[config.mk]
export PLATFORM = sky130hd
export DESIGN_NAME = tpg_gpio_bank
export DESIGN_NICKNAME = d
export VERILOG_FILES = /design/src/tpg_pkg.sv /design/src/tpg_pin_cell.sv /design/src/tpg_gpio_bank.sv
export VERILOG_INCLUDE_DIRS = /design/src
export SDC_FILE = /design/constraint.sdc
export NUM_CORES = 1
export LEC_CHECK = 0
export BUFFER_PORTS_ARGS = -buffer_cell sky130_fd_sc_hd__buf_2
export CORE_ASPECT_RATIO = 0.7
export CORE_MARGIN = 8
export CORE_UTILIZATION = 40
export CTS_CLUSTER_SIZE = 14
export DETAILED_ROUTE_END_ITERATION = 10
export GPL_TIMING_DRIVEN = 0
export PLACE_DENSITY = 0.66
export SLEW_MARGIN = 15
export SYNTH_ARGS = -nofsm -noshare
export SYNTH_HDL_FRONTEND = slang
export SYNTH_HIERARCHICAL = 1
export SYNTH_SLANG_ARGS = --single-unit
[constraint.sdc]
create_clock -name SYS_CLK_IN -period 2.08 [get_ports SYS_CLK_IN]
set_input_delay 0.416 -clock SYS_CLK_IN [delete_from_list [all_inputs] [get_ports SYS_CLK_IN]]
set_output_delay 0.416 -clock SYS_CLK_IN [all_outputs]
set_load 0.005 [all_outputs]
[src/tpg_params.svh]
// Purpose: Offsets, fields and reset values of the GPIO bank
// Assumes: 32-bit AXI4-Lite, one aligned word per register
// Notes: Narrow registers sit in the low byte
// Function
// [RL1] Port 1 direction 1 output, 0 input
// [RL2] Port 1 direction bits 7,4 only, reset 0
// [RL3] Port 1 direction bits act independently
// [RL4] Port 1 data latch bits 7,4 drive outputs
// [RL5] Port 1 output bit reads latch value
// [RL6] Port 1 input bit reads pin level
// [RL7] Port 1 reserved data/pullup bits read 1
// [RL8] Port 1 pull-up only on input pins
// [RL9] Port 1 pull-up bits 7,4 read/write, reset 0
// [RL10] Select bit 7 routes pin to ext_interrupt_three/trigger
// [RL11] Select bit 4 routes pin to ext_interrupt_zero
// [RL12] Port 2 select and serial override registers
// [RL13] Port 2 direction bits 2..0, reset 0
// [RL14] Port 2 direction bits independent, 7..3 reserved
// [RL15] Port 2 data latch bits 2..0 drive outputs
// [RL16] Port 2 output bit reads latch value
// [RL17] Port 2 input bit reads pin level
// [RL18] Port 2 reserved data bits read 1
// [RL19] Select bits 7,4 choose irq pins, reset 0
// [RL20] Select bit 1 makes pin two transmit
// [RL21] Data writes update latch while input
`ifndef TPG_PARAMS_SVH
`define TPG_PARAMS_SVH

// ------------------------------------------------------------
// Register byte offsets
// ------------------------------------------------------------
`define TPG_OFS_P1_DIR 8'h00
`define TPG_OFS_P1_DATA 8'h04
`define TPG_OFS_P1_PULL 8'h08
`define TPG_OFS_P2_DIR 8'h0C
`define TPG_OFS_P2_DATA 8'h10
`define TPG_OFS_FSEL 8'h14
`define TPG_OFS_SER_CTRL 8'h18

// ------------------------------------------------------------
// Field positions and masks
// ------------------------------------------------------------
`define TPG_P1_MASK 8'h90
`define TPG_P2_MASK 8'h07
`define TPG_FSEL_MASK 8'h92
`define TPG_BIT_SEVEN 7
`define TPG_BIT_FOUR 4
`define TPG_BIT_TXD 1
`define TPG_SER_RX_BIT 0
`define TPG_SER_CLK_BIT 1
`define TPG_SER_MASK 8'h03

// ------------------------------------------------------------
// Reset and reserved values
// ------------------------------------------------------------
`define TPG_P1_RSV_ONES 8'h6F
`define TPG_P2_RSV_ONES 8'hF8
`define TPG_RESET_ZERO 8'h00
`define TPG_RESP_OKAY 2'b00
`define TPG_RESP_SLVERR 2'b10

`endif

[src/tpg_pkg.sv]
// Purpose: Types shared by the two-port GPIO bank
// Assumes: tpg_params.svh supplies the numeric constants
// Notes: Pin groups travel as packed structs
package tpg_pkg;
    // Three-signal pin bundle per port
    typedef struct packed {
        logic [7:0] out;
        logic [7:0] oe;
        logic [7:0] pull;
    } tpg_pin_drive_s;

    typedef enum logic [2:0] {
        TPG_RD_IDLE = 3'b001,
        TPG_RD_RESP = 3'b010,
        TPG_RD_HOLD = 3'b100
    } tpg_rd_state_e;

    typedef logic [7:0] tpg_byte_t;
endpackage

[src/tpg_pin_cell.sv]
// Purpose: One general pin: direction, latch drive, pull-up and read-back mux
// Assumes: Pin input synchronous to the system clock
// Notes: Pure combinational; registers live in the top
`timescale 1ns/1ps
module tpg_pin_cell (
    input wire logic dir_in,
    input wire logic latch_in,
    input wire logic pull_en_in,
    input wire logic periph_in,
    input wire logic periph_out_in,
    input wire logic periph_oe_in,
    input wire logic pin_in,
    output logic oe_out,
    output logic out_out,
    output logic pull_out,
    output logic read_out
);
    always_comb begin
        // Peripheral selection overrides the direction bit
        if (periph_in) begin // RL10 RL11 RL12
            oe_out = periph_oe_in;
            out_out = periph_out_in;
        end else begin
            oe_out = dir_in; // RL1 RL13
            out_out = latch_in; // RL4 RL15
        end
        pull_out = pull_en_in & ~oe_out; // RL8
        read_out = dir_in ? latch_in : pin_in; // RL5 RL6 RL16 RL17
    end
endmodule // tpg_pin_cell

[src/tpg_gpio_bank.sv]
// Purpose: Two-port GPIO bank with AXI4-Lite register access
// Assumes: Single clock, synchronous active-low reset, pins synchronous to clock
// Notes: Direction registers are write-only and read back as zero
`include "tpg_params.svh"
`timescale 1ns/1ps
module tpg_gpio_bank #(
    parameter int ADDR_W = 8
) (
    input wire logic SYS_CLK_IN,
    input wire logic RST_N_IN,
    input wire logic CLK_EN_IN,
    // AXI4-Lite slave
    input wire logic [ADDR_W-1:0] S_AXI_AWADDR_IN,
    input wire logic S_AXI_AWVALID_IN,
    output logic S_AXI_AWREADY_OUT,
    input wire logic [31:0] S_AXI_WDATA_IN,
    input wire logic [3:0] S_AXI_WSTRB_IN,
    input wire logic S_AXI_WVALID_IN,
    output logic S_AXI_WREADY_OUT,
    output logic [1:0] S_AXI_BRESP_OUT,
    output logic S_AXI_BVALID_OUT,
    input wire logic S_AXI_BREADY_IN,
    input wire logic [ADDR_W-1:0] S_AXI_ARADDR_IN,
    input wire logic S_AXI_ARVALID_IN,
    output logic S_AXI_ARREADY_OUT,
    output logic [31:0] S_AXI_RDATA_OUT,
    output logic [1:0] S_AXI_RRESP_OUT,
    output logic S_AXI_RVALID_OUT,
    input wire logic S_AXI_RREADY_IN,
    // Port 1 pins (bits 7 and 4 used)
    input wire logic [7:0] P1_PIN_IN,
    output logic [7:0] P1_PIN_OUT,
    output logic [7:0] P1_PIN_OE_OUT,
    output logic [7:0] P1_PULLUP_OUT,
    // Port 2 pins (bits 2..0 used)
    input wire logic [2:0] P2_PIN_IN,
    output logic [2:0] P2_PIN_OUT,
    output logic [2:0] P2_PIN_OE_OUT,
    // Peripheral hooks
    output logic EXT_INTERRUPT_THREE_OUT,
    output logic TIMER_TRIGGER_INPUT_OUT,
    output logic EXT_INTERRUPT_ZERO_OUT,
    input wire logic SERIAL_TXD_IN,
    output logic SERIAL_RXD_OUT,
    input wire logic SERIAL_CLK_OUT_IN,
    input wire logic SERIAL_CLK_OE_IN,
    output logic SERIAL_CLK_IN_OUT
);
    import tpg_pkg::*;

    initial begin
        if (ADDR_W < 5 || ADDR_W > 32) begin
            $error("ADDR_W must be 5 to 32");
        end
    end

    // ------------------------------------------------------------
    // Register state
    // ------------------------------------------------------------
    tpg_byte_t p1_dir_reg;
    tpg_byte_t p1_data_reg;
    tpg_byte_t p1_pull_reg;
    tpg_byte_t p2_dir_reg;
    tpg_byte_t p2_data_reg;
    tpg_byte_t fsel_reg;
    tpg_byte_t ser_ctrl_reg;

    logic aw_held_reg;
    logic w_held_reg;
    logic [ADDR_W-1:0] aw_addr_reg;
    logic [31:0] w_data_reg;
    logic [3:0] w_strb_reg;
    tpg_rd_state_e rd_state_reg;

    // ------------------------------------------------------------
    // Write channel: address and data accepted in either order
    // ------------------------------------------------------------
    logic aw_fire;
    logic w_fire;
    logic wr_go;
    logic [ADDR_W-1:0] wr_addr;
    logic [31:0] wr_data;
    logic wr_lane0;
    logic wr_ok;

    assign aw_fire = S_AXI_AWVALID_IN & S_AXI_AWREADY_OUT;
    assign w_fire = S_AXI_WVALID_IN & S_AXI_WREADY_OUT;
    assign wr_go = CLK_EN_IN & (aw_held_reg | aw_fire) & (w_held_reg | w_fire) & ~S_AXI_BVALID_OUT;
    assign wr_addr = aw_held_reg ? aw_addr_reg : S_AXI_AWADDR_IN;
    assign wr_data = w_held_reg ? w_data_reg : S_AXI_WDATA_IN;
    assign wr_lane0 = w_held_reg ? w_strb_reg[0] : S_AXI_WSTRB_IN[0];
    assign wr_ok = (wr_addr[1:0] == 2'b00) && (wr_addr[ADDR_W-1:2] <= ADDR_W'(`TPG_OFS_SER_CTRL) >> 2);

    function automatic logic hit(input logic [ADDR_W-1:0] a, input logic [7:0] ofs);
        hit = (a == ADDR_W'(ofs));
    endfunction

    always_ff @(posedge SYS_CLK_IN) begin
        if (!RST_N_IN) begin
            aw_held_reg <= 1'b0;
            w_held_reg <= 1'b0;
            aw_addr_reg <= '0;
            w_data_reg <= 32'h0000_0000;
            w_strb_reg <= 4'h0;
            S_AXI_AWREADY_OUT <= 1'b0;
            S_AXI_WREADY_OUT <= 1'b0;
            S_AXI_BVALID_OUT <= 1'b0;
            S_AXI_BRESP_OUT <= `TPG_RESP_OKAY;
        end else if (CLK_EN_IN) begin
            if (wr_go) begin
                aw_held_reg <= 1'b0;
                w_held_reg <= 1'b0;
                S_AXI_BVALID_OUT <= 1'b1;
                S_AXI_BRESP_OUT <= wr_ok ? `TPG_RESP_OKAY : `TPG_RESP_SLVERR;
            end else begin
                if (aw_fire) begin
                    aw_held_reg <= 1'b1;
                    aw_addr_reg <= S_AXI_AWADDR_IN;
                end
                if (w_fire) begin
                    w_held_reg <= 1'b1;
                    w_data_reg <= S_AXI_WDATA_IN;
                    w_strb_reg <= S_AXI_WSTRB_IN;
                end
                if (S_AXI_BVALID_OUT && S_AXI_BREADY_IN) begin
                    S_AXI_BVALID_OUT <= 1'b0;
                end
            end
            // Ready only while the channel slot is empty and no response pending
            S_AXI_AWREADY_OUT <= ~S_AXI_AWREADY_OUT & ~(aw_held_reg | aw_fire) & ~wr_go
                & ~S_AXI_BVALID_OUT;
            S_AXI_WREADY_OUT <= ~S_AXI_WREADY_OUT & ~(w_held_reg | w_fire) & ~wr_go
                & ~S_AXI_BVALID_OUT;
        end
    end

    // ------------------------------------------------------------
    // Register writes (byte lane 0 only carries implemented bits)
    // ------------------------------------------------------------
    logic wr_lane;
    assign wr_lane = wr_go & wr_ok & wr_lane0;

    always_ff @(posedge SYS_CLK_IN) begin
        if (!RST_N_IN) begin
            p1_dir_reg <= `TPG_RESET_ZERO; // RL2
            p2_dir_reg <= `TPG_RESET_ZERO; // RL13
        end else if (wr_lane) begin
            if (hit(wr_addr, `TPG_OFS_P1_DIR)) begin
                p1_dir_reg <= wr_data[7:0] & `TPG_P1_MASK; // RL2 RL3
            end
            if (hit(wr_addr, `TPG_OFS_P2_DIR)) begin
                p2_dir_reg <= wr_data[7:0] & `TPG_P2_MASK; // RL14
            end
        end
    end

    always_ff @(posedge SYS_CLK_IN) begin
        if (!RST_N_IN) begin
            p1_data_reg <= `TPG_RESET_ZERO; // RL4
            p2_data_reg <= `TPG_RESET_ZERO; // RL15
        end else if (wr_lane) begin
            // Latch is written whatever the direction, ready for a later switch
            if (hit(wr_addr, `TPG_OFS_P1_DATA)) begin
                p1_data_reg <= wr_data[7:0] & `TPG_P1_MASK; // RL21
            end
            if (hit(wr_addr, `TPG_OFS_P2_DATA)) begin
                p2_data_reg <= wr_data[7:0] & `TPG_P2_MASK; // RL21
            end
        end
    end

    always_ff @(posedge SYS_CLK_IN) begin
        if (!RST_N_IN) begin
            p1_pull_reg <= `TPG_RESET_ZERO; // RL9
            fsel_reg <= `TPG_RESET_ZERO; // RL19 RL20
            ser_ctrl_reg <= `TPG_RESET_ZERO;
        end else if (wr_lane) begin
            if (hit(wr_addr, `TPG_OFS_P1_PULL)) begin
                p1_pull_reg <= wr_data[7:0] & `TPG_P1_MASK; // RL9
            end
            if (hit(wr_addr, `TPG_OFS_FSEL)) begin
                fsel_reg <= wr_data[7:0] & `TPG_FSEL_MASK; // RL19
            end
            if (hit(wr_addr, `TPG_OFS_SER_CTRL)) begin
                ser_ctrl_reg <= wr_data[7:0] & `TPG_SER_MASK;
            end
        end
    end

    // ------------------------------------------------------------
    // Pin cells
    // ------------------------------------------------------------
    tpg_pin_drive_s p1_drive;
    tpg_byte_t p1_read;
    logic [2:0] p2_oe;
    logic [2:0] p2_out;
    logic [2:0] p2_read;
    logic [2:0] p2_periph;
    logic [2:0] p2_periph_out;
    logic [2:0] p2_periph_oe;

    genvar gi;
    generate
        for (gi = 0; gi < 8; gi++) begin : g_p1
            if (gi == `TPG_BIT_SEVEN || gi == `TPG_BIT_FOUR) begin : g_used
                tpg_pin_cell u_cell (
                    .dir_in(p1_dir_reg[gi]),
                    .latch_in(p1_data_reg[gi]),
                    .pull_en_in(p1_pull_reg[gi]),
                    .periph_in(fsel_reg[gi]), // RL10 RL11
                    .periph_out_in(1'b0),
                    .periph_oe_in(1'b0),
                    .pin_in(P1_PIN_IN[gi]),
                    .oe_out(p1_drive.oe[gi]),
                    .out_out(p1_drive.out[gi]),
                    .pull_out(p1_drive.pull[gi]),
                    .read_out(p1_read[gi])
                );
            end else begin : g_rsv
                assign p1_drive.oe[gi] = 1'b0;
                assign p1_drive.out[gi] = 1'b0;
                assign p1_drive.pull[gi] = 1'b0;
                assign p1_read[gi] = 1'b1; // RL7
            end
        end
    endgenerate

    // Serial settings win over the port registers on port 2
    assign p2_periph = {fsel_reg[`TPG_BIT_TXD], ser_ctrl_reg[`TPG_SER_RX_BIT],
        ser_ctrl_reg[`TPG_SER_CLK_BIT]}; // RL12 RL20
    assign p2_periph_out = {SERIAL_TXD_IN, 1'b0, SERIAL_CLK_OUT_IN};
    assign p2_periph_oe = {1'b1, 1'b0, SERIAL_CLK_OE_IN};

    generate
        for (gi = 0; gi < 3; gi++) begin : g_p2
            tpg_pin_cell u_cell (
                .dir_in(p2_dir_reg[gi]),
                .latch_in(p2_data_reg[gi]),
                .pull_en_in(1'b0),
                .periph_in(p2_periph[gi]),
                .periph_out_in(p2_periph_out[gi]),
                .periph_oe_in(p2_periph_oe[gi]),
                .pin_in(P2_PIN_IN[gi]),
                .oe_out(p2_oe[gi]),
                .out_out(p2_out[gi]),
                .pull_out(),
                .read_out(p2_read[gi])
            );
        end
    endgenerate

    // ------------------------------------------------------------
    // Registered pin and peripheral outputs
    // ------------------------------------------------------------
    always_ff @(posedge SYS_CLK_IN) begin
        if (!RST_N_IN) begin
            P1_PIN_OUT <= 8'h00;
            P1_PIN_OE_OUT <= 8'h00;
            P1_PULLUP_OUT <= 8'h00;
            P2_PIN_OUT <= 3'h0;
            P2_PIN_OE_OUT <= 3'h0;
            EXT_INTERRUPT_THREE_OUT <= 1'b0;
            TIMER_TRIGGER_INPUT_OUT <= 1'b0;
            EXT_INTERRUPT_ZERO_OUT <= 1'b0;
            SERIAL_RXD_OUT <= 1'b1;
            SERIAL_CLK_IN_OUT <= 1'b0;
        end else if (CLK_EN_IN) begin
            P1_PIN_OUT <= p1_drive.out; // RL4
            P1_PIN_OE_OUT <= p1_drive.oe; // RL1
            P1_PULLUP_OUT <= p1_drive.pull; // RL8
            P2_PIN_OUT <= p2_out; // RL15
            P2_PIN_OE_OUT <= p2_oe; // RL13
            // Unselected interrupt and trigger inputs idle low, receive idles high; serial clock input always follows pin 0
            EXT_INTERRUPT_THREE_OUT <= fsel_reg[`TPG_BIT_SEVEN] & P1_PIN_IN[7]; // RL10
            TIMER_TRIGGER_INPUT_OUT <= fsel_reg[`TPG_BIT_SEVEN] & P1_PIN_IN[7]; // RL10
            EXT_INTERRUPT_ZERO_OUT <= fsel_reg[`TPG_BIT_FOUR] & P1_PIN_IN[4]; // RL11
            SERIAL_RXD_OUT <= ser_ctrl_reg[`TPG_SER_RX_BIT] ? P2_PIN_IN[1] : 1'b1; // RL12
            SERIAL_CLK_IN_OUT <= P2_PIN_IN[0];
        end
    end

    // ------------------------------------------------------------
    // Read channel
    // ------------------------------------------------------------
    tpg_byte_t rd_byte;
    logic rd_ok;

    always_comb begin
        rd_byte = 8'h00;
        rd_ok = 1'b1;
        unique case (S_AXI_ARADDR_IN)
            ADDR_W'(`TPG_OFS_P1_DIR): rd_byte = 8'h00;
            ADDR_W'(`TPG_OFS_P1_DATA): rd_byte = p1_read; // RL5 RL6 RL7
            ADDR_W'(`TPG_OFS_P1_PULL): rd_byte = p1_pull_reg | `TPG_P1_RSV_ONES; // RL7
            ADDR_W'(`TPG_OFS_P2_DIR): rd_byte = 8'h00;
            ADDR_W'(`TPG_OFS_P2_DATA): rd_byte = {5'h1F, p2_read}; // RL16 RL17 RL18
            ADDR_W'(`TPG_OFS_FSEL): rd_byte = fsel_reg;
            ADDR_W'(`TPG_OFS_SER_CTRL): rd_byte = ser_ctrl_reg;
            default: rd_ok = 1'b0;
        endcase
    end

    always_ff @(posedge SYS_CLK_IN) begin
        if (!RST_N_IN) begin
            rd_state_reg <= TPG_RD_IDLE;
            S_AXI_ARREADY_OUT <= 1'b0;
            S_AXI_RVALID_OUT <= 1'b0;
            S_AXI_RDATA_OUT <= 32'h0000_0000;
            S_AXI_RRESP_OUT <= `TPG_RESP_OKAY;
        end else if (CLK_EN_IN) begin
            unique case (rd_state_reg)
                TPG_RD_IDLE: begin
                    S_AXI_ARREADY_OUT <= 1'b1;
                    if (S_AXI_ARVALID_IN && S_AXI_ARREADY_OUT) begin
                        S_AXI_ARREADY_OUT <= 1'b0;
                        S_AXI_RVALID_OUT <= 1'b1;
                        S_AXI_RDATA_OUT <= {24'h00_0000, rd_byte};
                        S_AXI_RRESP_OUT <= rd_ok ? `TPG_RESP_OKAY : `TPG_RESP_SLVERR;
                        rd_state_reg <= TPG_RD_RESP;
                    end
                end
                TPG_RD_RESP: begin
                    if (S_AXI_RREADY_IN) begin
                        S_AXI_RVALID_OUT <= 1'b0;
                        rd_state_reg <= TPG_RD_HOLD;
                    end
                end
                TPG_RD_HOLD: begin
                    S_AXI_ARREADY_OUT <= 1'b1;
                    rd_state_reg <= TPG_RD_IDLE;
                end
                default: rd_state_reg <= TPG_RD_IDLE;
            endcase
        end
    end
endmodule // tpg_gpio_bank

* After elaboration in Yosys (flattened, before gate mapping)
Cells that the tools add are included.
Operators by class: $lt $le $gt $ge 1, eq/ne operators 17, multiplexer cells 37, bitwise gates (word level) 27, reductions and logical operators 29
Operator list (count):
- $eq 8x5->1 const B | 6
- $pmux 8 s5 | 1
- $eq 8x4->1 const B | 4
- $mux 1 | 27
- $reduce_and 2->1 | 12
- $and 1x1->1 | 17
- $eq 8x3->1 const B | 2
- $logic_not 8->1 | 2
- $mux 8 | 2
- $reduce_and 3->1 | 4
- $reduce_bool 2->1 | 5
- $not 1->1 | 8
- $reduce_or 7->1 | 1
- $le 6x3->1 const B | 1
- $mux 3 | 2
- $pmux 3 s2 | 1
- $mux 2 | 2
- $ne 2x2->1 const B | 2
- $pmux 1 s2 | 2
- $reduce_and 4->1 | 1
- $eq 3x1->1 const B | 1
- $eq 3x2->1 const B | 1
- $eq 3x3->1 const B | 1
- $logic_and 1x1->1 | 3
- other kinds (2) | 3
Storage, ports and cells: flip-flop bits (word level) 72, output and inout bits 76

* Depth between registers and ports, before layout
Gate-level depths: netlist of the first run.
depth after elaboration 8, mapped depth 6

* Hierarchy
The synthesis of the first run kept the hierarchy.
By module, submodules not included:
- tpg_gpio_bank | times used 1, cells an instance 367, area each 3352.0 sq um, seq. area each 1301.2 sq um
- tpg_pin_cell | times used 5, cells an instance 5, area each 47.5 sq um, seq. area each 0.0 sq um

* Worst setup path after synthesis of the first run
Ideal clock, no wire load.
path kind flip-flop to flip-flop, from register S_AXI_WREADY_OUT, to register p1_data_reg[4], library setup time 0.072 ns, data arrival time 1.722 ns, path slack 0.287 ns, cell stages (with the launch flop) 6, buffers on the path 1, clock period less this slack 1.793 ns, path through dfxtp_1 a21oi_2 or4b_4 buf_6 nor4_2 mux2i_1
Between the ends: longest elaborated chain between the ends 7
RTL lines:
- start, declared | RTL line tpg_gpio_bank.sv:19 | output logic S_AXI_WREADY_OUT,
- start signal, assigned | RTL line tpg_gpio_bank.sv:132 | S_AXI_WREADY_OUT <= ~S_AXI_WREADY_OUT & ~(w_held_reg | w_fire) & ~wr_go
- $and 1x1->1 | RTL line tpg_gpio_bank.sv:87 | assign w_fire = S_AXI_WVALID_IN & S_AXI_WREADY_OUT;
- $or 1x1->1 | RTL line tpg_gpio_bank.sv:88 | assign wr_go = CLK_EN_IN & (aw_held_reg | aw_fire) & (w_held_reg | w_fire) & ~S_AXI_BVALID_OUT;
- $and 1x1->1 (2 in series) | RTL line tpg_gpio_bank.sv:88
- $and 1x1->1 (2 in series) | RTL line tpg_gpio_bank.sv:141 | assign wr_lane = wr_go & wr_ok & wr_lane0;
- $reduce_and 2->1 (no line)
- end signal, assigned | RTL line tpg_gpio_bank.sv:159 | p1_data_reg <= `TPG_RESET_ZERO;
- end signal, assigned | RTL line tpg_gpio_bank.sv:164 | p1_data_reg <= wr_data[7:0] & `TPG_P1_MASK;
- end, declared | RTL line tpg_gpio_bank.sv:61 | tpg_byte_t p1_data_reg;
No other way between the ends. A chain may end at the register's enable or synchronous reset.

* Worst setup path after layout of the first run
from register S_AXI_WREADY_OUT, to register p2_data_reg[1]
Between the ends: longest elaborated chain between the ends 7
RTL lines:
- $and 1x1->1 | RTL line tpg_gpio_bank.sv:87
- $or 1x1->1 | RTL line tpg_gpio_bank.sv:88
- $and 1x1->1 (2 in series) | RTL line tpg_gpio_bank.sv:88
- $and 1x1->1 (2 in series) | RTL line tpg_gpio_bank.sv:141
- $reduce_and 2->1 (no line)
- end signal, assigned | RTL line tpg_gpio_bank.sv:160 | p2_data_reg <= `TPG_RESET_ZERO;
- end signal, assigned | RTL line tpg_gpio_bank.sv:167 | p2_data_reg <= wr_data[7:0] & `TPG_P2_MASK;
- end, declared | RTL line tpg_gpio_bank.sv:64 | tpg_byte_t p2_data_reg;
No other way between the ends.

==> reports/qor.txt, run 1 <==
setup slack of the most critical reg-to-reg path -> 0.14 ns
antenna-violating nets left -> 0
endpoint arrival time on the critical path -> 2.19 ns
final count of hold timing violations -> 0
aggregate routed wire length -> 9410 um
pwr/cell area -> 687 mW/mm^2
Worst Max-Slew Pin Slew -> 0.709 ns
highest clock rate -> 515 MHz
wire per inst -> 14.7 um
layout-stage area growth over the synthesis result -> 28.9%
ordered list of cells on the worst path -> a21oi_2, or4b_4, buf_6, nor4_4, mux2i_1
mean post-synth cell area -> 9.22 um^2
number of nets at the end of the flow -> 590
core area -> 0.00855 mm^2
number of diodes added for antenna fixing -> 0
crit path max fanout -> 10
total area of multi-input combinational cells -> 0.00202 mm^2
starting DRC count in detailed routing -> 193
fraction of layout instances using a drive strength above 1 -> 33.8%
Post-Syn Instances -> 386
clock tree from TritonCTS -> built
startpoint types -> flip-flop
Hold Path Stages -> 3
library cell used as clock root buffer -> sky130_fd_sc_hd__clkbuf_16
CTS hold repair buffers -> 0
fin util -> 53.7%
IO buf count -> 68
RSZ-0062 raised after global routing -> no
share of power burned in the clock network -> 47.7%
final setup vio count -> 0
I/O pin total -> 150
Power, Total -> 3.15 mW
worst min-delay path class -> in2reg
worst voltage drop across the vdd grid -> 0.320 mV
clk_lat worst skew -> 0.33 ns
largest net degree at the start of global routing -> 12
Min-Delay Startpoint -> P2_PIN_IN[1]
total die area -> 0.0122 mm^2
endpoint with the worst hold slack -> SERIAL_RXD_OUT
cell row count -> 28
internal power -> 2.39 mW
total of warnings raised by yosys -> 6
routed vias/inst -> 4.69
Worst path max stage delay -> 0.56 ns
source of the worst register-to-register timing path -> S_AXI_WREADY_OUT
number of cells traversed by the worst register-to-register path -> 5
status -> finished, final reports clean
reported max-cap violation count -> 0
total overflow reported by the global router -> 0
cts bufs inserted -> 9
capturing point of the worst reg2reg path -> p2_data_reg[1]
clk buf depth -> 2
half-perimeter wire length after placement -> 7360 um
CP Capture Type -> flip-flop
Logic pwr share -> 11.6%
max reg flops -> 8
DIE HEIGHT -> 94.9 um
number of sinks handled by clock tree synthesis -> 65
Pleak -> 2.03 nW
clock-pin slew reported for the worst setup and hold paths after clock tree synthesis -> 0.06 ns
number of global-route vias before repair -> 2970
antenna violations before repair -> 0
die width -> 129 um
number of H-tree branching levels -> 3
final period utilization -> 93.4%
headroom to the max-slew limit -> 51.4%
Fill cells -> 811
length of the first detailed-routing pass in iterations -> 4
worst setup skew after layout -> 0.0110 ns
area occupied by registers -> 0.00130 mm^2
Starting Density -> 41.6%
CP Buf/Inv Count -> 1
post-synth design cell area -> 0.00356 mm^2
Via Count -> 3007
weighted congestion at the end of routability-driven global placement -> 0.795
Slew Viols, Final -> 0
Worst Path Class, Setup -> reg2reg
fraction of power spent switching nets -> 24.3%
crit path time final -> 1.94 ns
part of the total power dissipated in sequential elements -> 40.7%
Total Routing Usage GR -> 15.3%
standard cell with the maximum stage delay on the critical path -> sky130_fd_sc_hd__or4b_4
power dissipated by switching net loads -> 0.765 mW
Remaining DRCs -> 0
family with the most delay on the worst path -> simple AND/OR/NAND/NOR gates
first-pass GRT wire length -> 14800 um
critical path data required time -> 2.33 ns
## power by group through the flow
stage | registers, mW | logic [mW] | clock network (mW)
2_1_floorplan | 1.31 | 0.245 | 0
3_3_place_gp | 1.31 | 0.341 | 0
3_5_place_dp | 1.31 | 0.347 | 0
4_1_cts | 1.28 | 0.348 | 1.51
5_1_grt | 1.29 | 0.400 | 1.58
6_report | 1.28 | 0.366 | 1.50
## timing repair
item	CTS	global route
endpoints found under the setup margin	2	18
buffers inserted	0	2
pin swaps	0	2
gates resized for setup	1	7
## layout by cell type (no fill, tap or decap), drive strengths merged, types with 6 or more instances in the layout
cell type,count
buf,121
dfxtp,65
conb,51
nand2,44
mux2i,33
clkbuf,28
nor2b,22
mux2,22
nand3,19
o21ai,17
nor2,11
a21oi,11
nand2b,10
nor4,8
a21boi,6
## per-layer routing
layer	wire [um]	track usage, %	share of wire [%]	up-vias
met2	4180	24.3	44	79
li1	-	-	-	1515
met5	0	0	0	-
met3	632	5.35	6.7	9
met1	4540	19.6	48	1404
met4	65	3.60	0.69	0
## how the worst max path moves through the flow
| stage | cells past startpoint | to | slack (ns) | start |
|---|---|---|---|---|
| CTS | 5 | p1_data_reg[4] | 0.04 | S_AXI_WREADY_OUT |
| floorplan | 5 | p1_data_reg[4] | 0.29 | S_AXI_WREADY_OUT |
| global placement | 6 | S_AXI_RDATA_OUT[4] | -0.09 | CLK_EN_IN |
| detailed placement | 6 | S_AXI_RDATA_OUT[7] | -0.08 | CLK_EN_IN |
| finish | 5 | p2_data_reg[1] | 0.14 | S_AXI_WREADY_OUT |
| global route | 5 | S_AXI_RDATA_OUT[0] | 0.03 | rd_state_reg[1] |
## metrics by stage
stage / setup TNS, ns / std cells / hold WS, ns / area [um^2] / worst slack [ns]
2_1_floorplan: 0 / 435 / 0.438 / 3740 / 0.287
3_3_place_gp: -0.392 / 623 / 0.448 / 4230 / -0.0938
3_5_place_dp: -0.323 / 623 / 0.452 / 4230 / -0.0752
4_1_cts: 0 / 639 / 0.340 / 4530 / 0.0395
5_1_grt: 0 / 641 / 0.356 / 4590 / 0.0304
6_report: 0 / 641 / 0.347 / 4590 / 0.137
## worst register-to-register path, stage by stage (launching register included)
cell                      delay (ns)
sky130_fd_sc_hd__dfxtp_2        0.38
sky130_fd_sc_hd__a21oi_2        0.08
sky130_fd_sc_hd__or4b_4         0.56
sky130_fd_sc_hd__buf_6          0.19
sky130_fd_sc_hd__nor4_4         0.42
sky130_fd_sc_hd__mux2i_1        0.24
## layout make-up
cell class / instances / share of cell area, %
plain buffers: 68 / 9.79
clock buffers: 11 / 5.29
clock inverters: 5 / 1.20
inverters: 4 / 0.327
multi-input cells: 298 / 44.0
flip-flops and latches: 65 / 28.4
well taps: 120 / 3.27
repair buffers: 70 / 7.74
No activity file was read; power rests on OpenSTA's default activity.
==> run 2, diff against run 1 <==
--- a/config.mk
+++ b/config.mk
@@ -9,11 +9,11 @@
 export BUFFER_PORTS_ARGS = -buffer_cell sky130_fd_sc_hd__buf_2
 export CORE_ASPECT_RATIO = 0.7
 export CORE_MARGIN = 8
-export CORE_UTILIZATION = 40
+export CORE_UTILIZATION = 48
 export CTS_CLUSTER_SIZE = 14
 export DETAILED_ROUTE_END_ITERATION = 10
 export GPL_TIMING_DRIVEN = 0
-export PLACE_DENSITY = 0.66
+export PLACE_DENSITY = 0.77
 export SLEW_MARGIN = 15
 export SYNTH_ARGS = -nofsm -noshare
 export SYNTH_HDL_FRONTEND = slang
==> run 2 against run 1 <==
Sequential share of layout area grew 0.54 points; worst hold slack lost 0.042 ns; largest cell class unchanged; clock-buffer cell count shrank 1; flip-flop and latch count is the same; critical path depth grew 1; highest routed layer unchanged; combinational power shrank 1%.
==> reports/qor.txt, run 2 (synthesis results as in run 1) <==
Worst path max stage delay -> 0.55 ns (about the same)
total die area -> 0.0105 mm^2 (-14%)
number of nets at the end of the flow -> 588 (-0.34%)
clk_lat worst skew -> 0.35 ns (+0.02 ns)
accumulated negative setup slack -> 0 ns (unchanged)
family with the most delay on the worst path -> simple AND/OR/NAND/NOR gates
antenna violations before repair -> 0 (unchanged)
weighted congestion at the end of routability-driven global placement -> 0.810 (+1.9%)
die width -> 119 um (-7.6%)
Post-Route Hold Slack -> 0.304 ns (-0.0423 ns)
final setup vio count -> 0 (unchanged)
most common library cell in the layout ignoring fill and taps -> sky130_fd_sc_hd__buf_2
crit path time final -> 1.98 ns (+0.0325 ns)
number of H-tree branching levels -> 3 (unchanged)
Pleak -> 2.01 nW (-0.96%)
cts bufs inserted -> 9 (unchanged)
Total Routing Usage GR -> 17.6% (+2.3 points)
worst min-delay path class -> in2reg
Logic pwr share -> 12.2% (+0.6 points)
CP Capture Type -> flip-flop
crit path max fanout -> 10 (unchanged)
internal power -> 2.25 mW (-5.7%)
status -> finished, final reports clean
final period utilization -> 95.0% (+1.6 points)
layout-stage area growth over the synthesis result -> 26.4%
I/O pin total -> 150 (unchanged)
Power, Total -> 2.96 mW (-6.1%)
Starting Density -> 49.1% (+7.4 points)
wire per inst -> 14.9 um (+1.3%)
Worst Path Class, Setup -> reg2reg
number of diodes added for antenna fixing -> 0 (unchanged)
critical path data required time -> 2.36 ns (+0.03 ns)
max reg flops -> 8 (unchanged)
clock tree from TritonCTS -> built
cell row count -> 26 (-7.1%)
fraction of layout instances using a drive strength above 1 -> 33.9% (+0.13 points)
Critical Path Most Common Cell -> sky130_fd_sc_hd__buf_6
non-filler cells in the finished layout -> 617 (-3.7%)
ordered list of cells on the worst path -> buf_6, a21oi_2, or4b_4, buf_6, nor4_4, mux2i_1
Slew Viols, Final -> 0 (unchanged)
total overflow reported by the global router -> 0 (unchanged)
fraction of power spent switching nets -> 24.0% (-0.27 points)
half-perimeter wire length after placement -> 7270 um (-1.3%)
clk buf depth -> 2 (unchanged)
worst setup skew after layout -> 0.00676 ns (-0.00425 ns)
Via Count -> 3043 (+1.2%)
startpoint types -> flip-flop
standard cell with the maximum stage delay on the critical path -> sky130_fd_sc_hd__or4b_4
aggregate routed wire length -> 9180 um (-2.5%)
antenna-violating nets left -> 0 (unchanged)
share of power burned in the clock network -> 44.5% (-3.2 points)
reported max-cap violation count -> 0 (unchanged)
pwr/cell area -> 659 mW/mm^2 (-4.2%)
Worst Max-Slew Pin Slew -> 0.716 ns (+0.00667 ns)
highest clock rate -> 506 MHz (-1.6%)
number of sinks handled by clock tree synthesis -> 65 (unchanged)
first-pass GRT wire length -> 14700 um (-0.88%)
IO buf count -> 68 (unchanged)
worst voltage drop across the vdd grid -> 0.392 mV (+23%)
Placed Cells incl. Taps -> 601 (-3.5%)
Remaining DRCs -> 0 (unchanged)
routed vias/inst -> 4.93 (+5.1%)
library cell used as clock root buffer -> sky130_fd_sc_hd__clkbuf_8
CP Buf/Inv Count -> 2 (+1)
starting DRC count in detailed routing -> 205 (+6.2%)
final count of hold timing violations -> 0 (unchanged)
length of the first detailed-routing pass in iterations -> 5 (+1)
leading cell types in the layout, fill and taps excluded -> sky130_fd_sc_hd__buf_2 (69), sky130_fd_sc_hd__dfxtp_1 (64), sky130_fd_sc_hd__conb_1 (51)
core area -> 0.00725 mm^2 (-15%)
endpoint arrival time on the critical path -> 2.25 ns (+0.06 ns)
RSZ-0062 raised after global routing -> yes
number of global-route vias before repair -> 2931 (-1.3%)
Fill cells -> 634 (-22%)
DIE HEIGHT -> 88.1 um (-7.2%)
part of the total power dissipated in sequential elements -> 43.3% (+2.6 points)
clock-pin slew reported for the worst setup and hold paths after clock tree synthesis -> 0.07 ns (about the same)
power dissipated by switching net loads -> 0.711 mW (-7.1%)
headroom to the max-slew limit -> 52.0% (+0.70 points)
largest net degree at the start of global routing -> 12 (unchanged)
==> run 2: cell types whose count changed in the layout (fill, tap and decap cells not counted), moves of 2 or more <==
cell                         before  now
sky130_fd_sc_hd__bufinv_16        1    3
sky130_fd_sc_hd__clkinvlp_4       2    0
sky130_fd_sc_hd__buf_4           49   47
sky130_fd_sc_hd__clkbuf_8         1   10
sky130_fd_sc_hd__clkbuf_16        9    0
==> run 2: path summary, 6_finish.rpt <==
| kind | start | to | slack (ns) | depth (start not counted) |
|---|---|---|---|---|
| hold reg to reg | S_AXI_RDATA_OUT[7] | S_AXI_RDATA_OUT[7] | 0.47 | 1 |
| setup reg to reg | w_held_reg | p2_data_reg[2] | 0.10 | 6 |
| hold / removal | P2_PIN_IN[1] | SERIAL_RXD_OUT | 0.30 | 3 |
| setup / recovery | w_held_reg | p2_data_reg[2] | 0.10 | 6 |
==> run 2: repair_timing <==
action	CTS	global route
setup endpoints to repair	2	14
pin swaps	0	1
buffers inserted	0	0
hold buffers	0	0
resized for setup	1	8
==> run 2: area by class of cell <==
type	count	area (um^2)	area share (%)
timing repair buffer	68	340	7.56
clock inverter	6	105	2.34
multi-input combinational	298	2030	45.0
inverter	4	15.0	0.334
sequential	65	1300	28.9
clock buffer	10	138	3.06
tap	98	123	2.73
buffer	68	449	9.98
==> run 2: layer usage <==
layer	wire length, um	GRT usage [%]	share of wire (%)	up-vias
li1	-	-	-	1515
met1	3880	21.1	42	1394
met2	4270	27.9	46	119
met3	926	7.92	10	15
met4	108	5.71	1.2	0
met5	0	0	0	-
==> run 2: tightest hold or removal path: stages <==
cell	delay, ns
sky130_fd_sc_hd__buf_2	0.09
sky130_fd_sc_hd__o22ai_1	0.07
sky130_fd_sc_hd__nand2_1	0.06
==> run 2: metrics by stage <==
stage	utilization, %	cell area (um^2)	setup slack (ns)
after floorplan	-	3740	0.287
after global placement	58.0	4210	-0.0573
after detailed placement	58.0	4210	-0.0982
after CTS	61.3	4450	0.0435
after global routing	62.0	4500	-0.0104
final	62.0	4500	0.105
==> run 2: power groups by stage <==
stage               clock [mW]  sequential (mW)  combinational, mW
floorplan                    0             1.31              0.245
global placement             0             1.31              0.338
detailed placement           0             1.31              0.345
CTS                       1.34             1.28              0.347
global route              1.41             1.28              0.400
finish                    1.32             1.28              0.362
